## src/pkg/ocf_pkg.sv

```systemverilog
// package: command codes, field layout, reset values and types of the block
package ocf_pkg;

	// -------------------------------------------------------------
	// command codes of the two registers
	// -------------------------------------------------------------
	localparam logic [7:0]  CMD_THRESH  = 8'h46; // threshold, word access
	localparam logic [7:0]  CMD_ACTION  = 8'h47; // response, byte access

	// -------------------------------------------------------------
	// reset values (none published, safe defaults)
	// -------------------------------------------------------------
	localparam logic [15:0] THRESH_RST  = 16'h0000;
	localparam logic [7:0]  ACTION_RST  = 8'hc0; // shut down, no restart
	localparam logic [15:0] RD_UNMAPPED = 16'h0000;

	// -------------------------------------------------------------
	// field positions inside the response byte
	// -------------------------------------------------------------
	localparam int RESP_HI  = 7;
	localparam int RESP_LO  = 6;
	localparam int RETRY_HI = 5;
	localparam int RETRY_LO = 3;
	localparam int DLY_HI   = 2;
	localparam int DLY_LO   = 0;
	localparam int BYTE_W   = 8;

	// -------------------------------------------------------------
	// retry field codes and widths
	// -------------------------------------------------------------
	localparam logic [2:0] RETRY_NONE    = 3'h0;
	localparam logic [2:0] RETRY_FOREVER = 3'h7;
	localparam int         DLY_CNT_W     = 8; // holds 128 units
	localparam int         SYNC_STAGES   = 2;

	// response chosen when the current limit is reached
	typedef enum logic [1:0] {
		RESP_BRICKWALL = 2'b00,
		RESP_COND_CC   = 2'b01,
		RESP_DELAY_CC  = 2'b10,
		RESP_SHUTDOWN  = 2'b11
	} ocf_resp_type;

	// fault handler states
	typedef enum logic [2:0] {
		ST_OFF   = 3'b000,
		ST_RUN   = 3'b001,
		ST_LIMIT = 3'b010,
		ST_WAIT  = 3'b011,
		ST_LATCH = 3'b100
	} ocf_state_type;

endpackage : ocf_pkg

```

## src/pkg/ocf_timer_if.sv

```systemverilog
// interface: start and expiry of the delay timer
`timescale 1ns/10ps
interface ocf_timer_if;
	logic       start; // one-cycle pulse, loads a new delay
	logic [2:0] expo;  // delay field, count is two to this power
	logic       done;  // one-cycle pulse when the delay has run out

	modport ctrl  (output start, output expo, input done);
	modport timer (input start, input expo, output done);
endinterface : ocf_timer_if

```

## src/design/ocf_sync.sv

```systemverilog
// module: two-stage synchroniser for asynchronous analog flags
`timescale 1ns/10ps
module ocf_sync #(
	parameter int W = 1
) (
	input  wire logic         i_clk,
	input  wire logic         i_sys_rst,
	input  wire logic [W-1:0] i_async,
	output      logic [W-1:0] o_sync
);
	import ocf_pkg::*;

	// -------------------------------------------------------------
	// elaboration check
	// -------------------------------------------------------------
	if (W < 1) begin : g_bad_w
		$error("ocf_sync: width must be at least one");
	end

	// -------------------------------------------------------------
	// one two-flop chain per bit; stage one feeds stage two only
	// -------------------------------------------------------------
	for (genvar b = 0; b < W; b++) begin : g_bit
		logic [SYNC_STAGES-1:0] meta_r; // [0] may be metastable
		always_ff @(posedge i_clk) begin
			if (i_sys_rst) begin
				meta_r <= '0;
			end else begin
				meta_r <= {meta_r[0], i_async[b]};
			end
		end
		assign o_sync[b] = meta_r[SYNC_STAGES-1];
	end
endmodule : ocf_sync

```

## src/design/ocf_delay_timer.sv

```systemverilog
// module: counts two-to-the-n delay units, then pulses done
`timescale 1ns/10ps
module ocf_delay_timer (
	input  wire logic   i_clk,
	input  wire logic   i_sys_rst,
	input  wire logic   i_unit_tick,
	ocf_timer_if.timer  tmr
);
	import ocf_pkg::*;

	// -------------------------------------------------------------
	// state
	// -------------------------------------------------------------
	logic [DLY_CNT_W-1:0] cnt_r;    // units seen so far
	logic [DLY_CNT_W-1:0] target_r; // units to wait
	logic                 run_r;    // timer armed
	logic                 done_r;   // expiry pulse

	// field value n gives 2**n units, 1 up to 128
	function automatic logic [DLY_CNT_W-1:0] units_of(input logic [2:0] n);
		units_of = DLY_CNT_W'(1) << n;
	endfunction : units_of

	wire last_unit = run_r && i_unit_tick && (cnt_r + 1'b1 == target_r);

	// -------------------------------------------------------------
	// counter; a new start always wins over a running delay
	// -------------------------------------------------------------
	always_ff @(posedge i_clk) begin
		if (i_sys_rst) begin
			cnt_r    <= '0;
			target_r <= '0;
			run_r    <= 1'b0;
			done_r   <= 1'b0;
		end else if (tmr.start) begin
			cnt_r    <= '0;
			target_r <= units_of(tmr.expo);
			run_r    <= 1'b1;
			done_r   <= 1'b0;
		end else begin
			done_r <= last_unit;
			if (last_unit) begin
				run_r <= 1'b0;
			end else if (run_r && i_unit_tick) begin
				cnt_r <= cnt_r + 1'b1;
			end
		end
	end

	assign tmr.done = done_r;
endmodule : ocf_delay_timer

```

## src/design/ocf_overcurrent.sv

```systemverilog
// module: output over-current fault response with its two registers
`timescale 1ns/10ps

module ocf_overcurrent (
	input  wire logic        i_clk,
	input  wire logic        i_sys_rst,
	input  wire logic        i_oc_detect,       // comparator, async
	input  wire logic        i_vout_below_floor, // async
	input  wire logic        i_output_on_cmd,   // pin and command
	input  wire logic        i_clear_faults,    // pulse
	input  wire logic        i_other_fault_off, // pulse
	input  wire logic        i_unit_tick,       // one delay unit
	input  wire logic [7:0]  i_cmd_code,
	input  wire logic        i_wr_stb,
	input  wire logic [15:0] i_wr_data,
	input  wire logic        i_rd_stb,
	output      logic [15:0] o_rd_data,
	output      logic        o_rd_valid,
	output      logic        o_out_enable,
	output      logic        o_current_limit,
	output      logic [15:0] o_limit_value,
	output      logic        o_oc_status,
	output      logic        o_alert,
	output      logic [2:0]  o_retries_used
);
	import ocf_pkg::*;

	// -------------------------------------------------------------
	// registers and state
	// -------------------------------------------------------------
	logic [15:0]          thresh_r;     // limit, linear format
	logic [7:0]           action_r;     // response byte
	ocf_state_type        state_r;      // handler state
	ocf_state_type        state_nxt;
	logic [2:0]           tries_r;      // restarts spent
	logic [2:0]           tries_nxt;
	logic                 status_r;     // sticky fault bit
	logic                 alert_r;      // notification pulse
	logic                 en_d_r;       // last on-command level
	logic [15:0]          rd_data_r;
	logic                 rd_valid_r;
	logic                 fault_evt;    // new fault this cycle
	logic                 tmr_start;
	logic [1:0]           pins_s;       // synchronised flags

	ocf_timer_if tmr_bus ();

	// -------------------------------------------------------------
	// pin synchroniser and delay timer
	// -------------------------------------------------------------
	ocf_sync #(
		.W (2)
	) u_sync (
		.i_clk     (i_clk),
		.i_sys_rst (i_sys_rst),
		.i_async   ({i_vout_below_floor, i_oc_detect}),
		.o_sync    (pins_s)
	);

	// unit length set elsewhere; only its tick arrives here
	ocf_delay_timer u_timer (
		.i_clk       (i_clk),
		.i_sys_rst   (i_sys_rst),
		.i_unit_tick (i_unit_tick),
		.tmr         (tmr_bus.timer)
	);

	// -------------------------------------------------------------
	// decode
	// -------------------------------------------------------------
	wire       oc_s       = pins_s[0];
	wire       uv_s       = pins_s[1];
	wire       hit_thresh = (i_cmd_code == CMD_THRESH);
	wire       hit_action = (i_cmd_code == CMD_ACTION);
	wire       wr_thresh  = i_wr_stb && hit_thresh;
	wire       wr_action  = i_wr_stb && hit_action;
	wire [1:0] resp_raw   = action_r[RESP_HI:RESP_LO];
	wire [2:0] retry_fld  = action_r[RETRY_HI:RETRY_LO];
	wire [2:0] dly_fld    = action_r[DLY_HI:DLY_LO];
	ocf_resp_type resp;
	assign resp = ocf_resp_type'(resp_raw);
	wire       en_rise    = i_output_on_cmd && !en_d_r;
	wire       tmr_done   = tmr_bus.done;

	// retries left: unlimited at 111, none at 000
	wire forever_try = (retry_fld == RETRY_FOREVER);
	wire tries_left  = forever_try ||
		((retry_fld != RETRY_NONE) && (tries_r < retry_fld));

	// shutdown demanded by the selected response
	wire shut_now  = (state_r == ST_RUN) && oc_s &&
		(resp == RESP_SHUTDOWN);
	wire shut_uv   = (state_r == ST_LIMIT) &&
		(resp == RESP_COND_CC) && uv_s;
	wire shut_dly  = (state_r == ST_LIMIT) &&
		(resp == RESP_DELAY_CC) && tmr_done && oc_s;
	wire shut_req  = shut_now || shut_uv || shut_dly;

	// read mux; unmapped codes answer zero
	wire [15:0] rd_mux = hit_thresh ? thresh_r :
		hit_action ? {{(16-BYTE_W){1'b0}}, action_r} : RD_UNMAPPED;

	// -------------------------------------------------------------
	// command registers
	// -------------------------------------------------------------
	always_ff @(posedge i_clk) begin
		if (i_sys_rst) begin
			thresh_r <= THRESH_RST;
			action_r <= ACTION_RST;
		end else begin
			if (wr_thresh) begin
				thresh_r <= i_wr_data;
			end
			if (wr_action) begin
				action_r <= i_wr_data[BYTE_W-1:0];
			end
		end
	end

	// read answer one cycle after the strobe
	always_ff @(posedge i_clk) begin
		if (i_sys_rst) begin
			rd_data_r  <= '0;
			rd_valid_r <= 1'b0;
		end else begin
			rd_valid_r <= i_rd_stb;
			if (i_rd_stb) begin
				rd_data_r <= rd_mux;
			end
		end
	end

	// -------------------------------------------------------------
	// fault handler next state
	// -------------------------------------------------------------
	// the on-command and a foreign shutdown override every state,
	// so an unlimited retry loop still ends on either of them
	always_comb begin
		state_nxt = state_r;
		tries_nxt = tries_r;
		tmr_start = 1'b0;
		fault_evt = 1'b0;
		if (!i_output_on_cmd) begin
			state_nxt = ST_OFF;
		end else if (i_other_fault_off) begin
			state_nxt = ST_LATCH;
		end else begin
			case (state_r)
				ST_OFF: begin
					state_nxt = ST_RUN;
				end
				ST_RUN: begin
					if (oc_s) begin
						fault_evt = 1'b1;
						if (!shut_req) begin
							// 00, 01 and 10 all start by limiting
							state_nxt = ST_LIMIT;
							tmr_start = (resp == RESP_DELAY_CC);
						end
					end
				end
				ST_LIMIT: begin
					if (!shut_req && !oc_s) begin
						state_nxt = ST_RUN;
					end
				end
				ST_WAIT: begin
					if (tmr_done) begin
						state_nxt = ST_RUN;
					end
				end
				ST_LATCH: begin
					if (i_clear_faults) begin
						state_nxt = ST_RUN;
					end
				end
				default: begin
					state_nxt = ST_OFF;
				end
			endcase
			// common shutdown path: wait and retry, or stay off
			if (shut_req) begin
				if (tries_left) begin
					state_nxt = ST_WAIT;
					tmr_start = 1'b1;
					if (!forever_try) begin
						tries_nxt = tries_r + 1'b1;
					end
				end else begin
					state_nxt = ST_LATCH;
				end
			end
		end
		if (i_clear_faults || en_rise) begin
			tries_nxt = '0;
		end
	end

	assign tmr_bus.start = tmr_start;
	assign tmr_bus.expo  = dly_fld;

	// -------------------------------------------------------------
	// state, status and notification flops
	// -------------------------------------------------------------
	always_ff @(posedge i_clk) begin
		if (i_sys_rst) begin
			state_r  <= ST_OFF;
			tries_r  <= '0;
			status_r <= 1'b0;
			alert_r  <= 1'b0;
			en_d_r   <= 1'b0;
		end else begin
			state_r  <= state_nxt;
			tries_r  <= tries_nxt;
			en_d_r   <= i_output_on_cmd;
			// a fault in the clearing cycle is kept
			status_r <= fault_evt || (status_r && !i_clear_faults);
			alert_r  <= fault_evt;
		end
	end

	// -------------------------------------------------------------
	// outputs
	// -------------------------------------------------------------
	assign o_out_enable    = (state_r == ST_RUN) || (state_r == ST_LIMIT);
	assign o_current_limit = (state_r == ST_LIMIT);
	assign o_limit_value   = thresh_r;
	assign o_oc_status     = status_r;
	assign o_alert         = alert_r;
	assign o_retries_used  = tries_r;
	assign o_rd_data       = rd_data_r;
	assign o_rd_valid      = rd_valid_r;
endmodule : ocf_overcurrent

```

## config.mk

```make
export PLATFORM = sky130hd
export DESIGN_NAME = ocf_overcurrent
export DESIGN_NICKNAME = d
export VERILOG_FILES = /design/src/pkg/ocf_pkg.sv /design/src/pkg/ocf_timer_if.sv /design/src/design/ocf_sync.sv /design/src/design/ocf_delay_timer.sv /design/src/design/ocf_overcurrent.sv
export SDC_FILE = /design/constraint.sdc
export NUM_CORES = 1
export LEC_CHECK = 0
export ABC_CLOCK_PERIOD_IN_PS = 2400
export BUFFER_PORTS_ARGS = -buffer_cell sky130_fd_sc_hd__buf_2
export CAP_MARGIN = 30
export CORE_MARGIN = 2
export CORE_UTILIZATION = 25
export DETAILED_ROUTE_END_ITERATION = 6
export GPL_ROUTABILITY_DRIVEN = 0
export GPL_TIMING_DRIVEN = 0
export PLACE_DENSITY = 0.48
export SLEW_MARGIN = 0
export SYNTH_ARGS = -nofsm -noshare
export SYNTH_HDL_FRONTEND = slang
export SYNTH_SLANG_ARGS = --single-unit
```

## constraint.sdc

```tcl
create_clock -name i_clk -period 2.4 [get_ports i_clk]
set_clock_uncertainty 0.1 [all_clocks]
set_input_delay 0.24 -clock i_clk [delete_from_list [all_inputs] [get_ports i_clk]]
set_output_delay 0.24 -clock i_clk [all_outputs]
set_load 0.05 [all_outputs]
```

==> impl_metrics.ini <==
[logic_synthesis]
synth_area_leader_cell = dfxtp_1
synthDistinctLibCells = 51
synthTopCellsByArea = dfxtp_1, a21oi_1, nand2_1
yosys.area.top_type_share_pct = 44.86
postSynthCellCount = 386
synthFlopType = dfxtp_1
syn_nets = 424
seq_area_frac_synth_pct = 44.86
synthTopCellsByCount = dfxtp_1, nand2_1, a21oi_1
syn_area_per_cell_um2 = 8.324
synth-warning-count = 0
ys_ff_latch = 72
syn_area_um2 = 3213
yosysMostFrequentCell = dfxtp_1
synth_edf_count = 0
synthArstFlopShare_pct = 0

[place]
dp_hpwl_um = 6610
place_area_um2 = 3817
pre_cts_ws_ns = -0.2698
dp.cells = 631
port_buffers = 73

[cells_and_area]
layout.nets = 520
fin_area_um2 = 4323
diodes = 0
syn2layout_area_growth_pct = 34.54
fin_cells = 658
final_util_pct = 34.40
drive_above_1_share_pct = 28.19

[run]
max-cap-violations = 0

[sta]
final-hold-violation-count = 0
maxSlewViolCount = 0
rsz0062_at_grt = true
tns_ns = -0.004615
post-route-period-util_pct = 100.2
layout_setup_ws_ns = -0.004615
worst_pin_slew_ns = 0.5958
period_minus_slack_ns = 2.405
finalSetupViolCount = 1
fmax_ghz = 0.4159
slew_headroom_pct = 60.28

[drt]
drt_drc_violations_left = 0
vias_per_cell = 4.711
firstDrtPassIters = 4
wl_um = 9109
drt-initial-drc-count = 151
drtAntennaViolNets = 0
vias = 3100
wire_per_inst_um = 13.84

[critical_path]
worst-setup-path-type = register to register
endpoint_kind = register
path_max_fanout = 5
required_ns = 2.56
crit_buf_inv = 2
max_stage_delay_ns = 0.51
cp-start-kind = register
cpMaxStageDelayCell = or4_1
cp_cell_sequence = ha_4 > and3b_1 > or3_4 > a21oi_4 > a2111oi_4 > buf_4 > buf_6 > or4_1 > a21oi_1
worstPathArrival_ns = 2.56
cpLargestDelayFamily = simple AND/OR/NAND/NOR gates

[status]
violations = negative setup slack
status = finished, violations left

[power_and_ir_drop]
power_density_nw_per_um2 = 612.0
ir_worst_vdd_mv = 0.3581
p_leak_nw = 1.623

[global_route]
grt_pass1_wl_um = 15280
antenna_found_initial = 0
overflow = 0
first_global_vias = 3120
track_usage_pct = 13.53
grt_max_degree = 12

[clock_tree]
clk_latency_ns = 0.33
clock-root-buffer = clkbuf_16
cts_tree = done
cts_hold_buf = 0
cts_sinks = 72
numCtsBuffers = 9
htree_levels = 3
cts.clk_slew.worst_paths_ns = 0.06
cts_max_path_buffers = 2

[floorplanning]
dieArea_um2 = 13780
core_um2 = 12570
pin_count = 74
rows = 41
start_util_pct = 25.56
dieWidth_um = 117.4
die_height_um = 117.4

[hold_path]
min_path_type = input pin to register
-- state kept, by name (all words and copies together) (netlist names), 3 cells and up --
signal and count:
u_sync.g_bit.meta_r 4, action_r 8, u_timer.cnt_r 8, o_retries_used 3, u_timer.target_r 8, o_rd_data 16, o_limit_value 16, state_r 3
-- cell type report --
type / count / area [um^2]
Buffer: 24 / 111.4
Clock buffer: 13 / 280.3
Fill cell: 1386 / 8245
Tap cell: 172 / 215.2
Sequential cell: 72 / 1460
Multi-Input combinational cell: 283 / 1750
Inverter: 6 / 22.52
Timing Repair Buffer: 86 / 470.5
Clock inverter: 2 / 12.51
-- worst paths after layout --
kind / from / to / slack, ns / depth (start not counted)
min reg2reg: u_sync.g_bit[1].meta_r[0] / u_sync.g_bit[1].meta_r[1] / 0.34 / 1
min: i_oc_detect / u_sync.g_bit[0].meta_r[0] / 0.02 / 2
max reg2reg: u_timer.cnt_r[1] / u_timer.cnt_r[3] / -0.005 / 9
max: u_timer.cnt_r[1] / u_timer.cnt_r[3] / -0.005 / 9
-- worst register-to-register path: stages, from the launching register on --
cell       delay (ns)
dfxtp_4          0.36
ha_4             0.18
and3b_1          0.16
or3_4            0.37
a21oi_4          0.18
a2111oi_4        0.06
buf_4            0.17
buf_6            0.12
or4_1            0.51
a21oi_1          0.13
-- cell families after synthesis --
logic type / synth area share (%)
AOI/OAI and AO/OA: 18.30
xor gates and xnor gates: 2.180
adders and majority gates: 1.558
buffers and inverters: 4.089
DFF: 44.86
muxes: 0.6231
and+or+nand+nor: 28.39
-- per-layer routing --
metal / track usage (%) / wire [um] / vias to the layer above
met5: 0 / 0 / -
met2: 22.59 / 4328 / 63
met4: 4.669 / 157 / 0
met3: 3.113 / 318 / 14
li1: - / - / 1569
met1: 17.15 / 4306 / 1454
-- power by group --
| group | total, W | internal (W) | switching [W] |
|---|---|---|---|
| Combinational | 0.000148 | 0.0000492 | 0.0000984 |
| Clock | 0.00128 | 0.000804 | 0.000479 |
| Sequential | 0.00121 | 0.00121 | 0.00000930 |
-- timing repair --
action                     in CTS  in global routing
pin swaps                       3                 15
gates resized for setup        12                 22
cloned                          1                  0
buffers inserted                9                  4
setup endpoints to repair      18                 27
-- cell usage in the layout, fill, tap and decap left out, types with 6 or more instances in the layout --
master / instances
nand2_1: 62
buf_2: 74
dfxtp_1: 65
nor2_1: 21
nand2b_1: 12
a21oi_1: 47
clkbuf_16: 9
nand4b_1: 7
buf_4: 12
inv_1: 6
clkbuf_1: 17
nor2b_1: 7
nand3_1: 26
a211oi_1: 11
a22oi_1: 9
-- per-stage QoR --
step,power [W],hold WS (ns)
after floorplan,0.001325,0.2304
after global placement,0.001389,0.3219
after detailed placement,0.001390,0.3307
after CTS,0.002687,0.006842
after global routing,0.002746,0.01613
final,0.002646,0.02240
(Power assumes the default switching activity.)
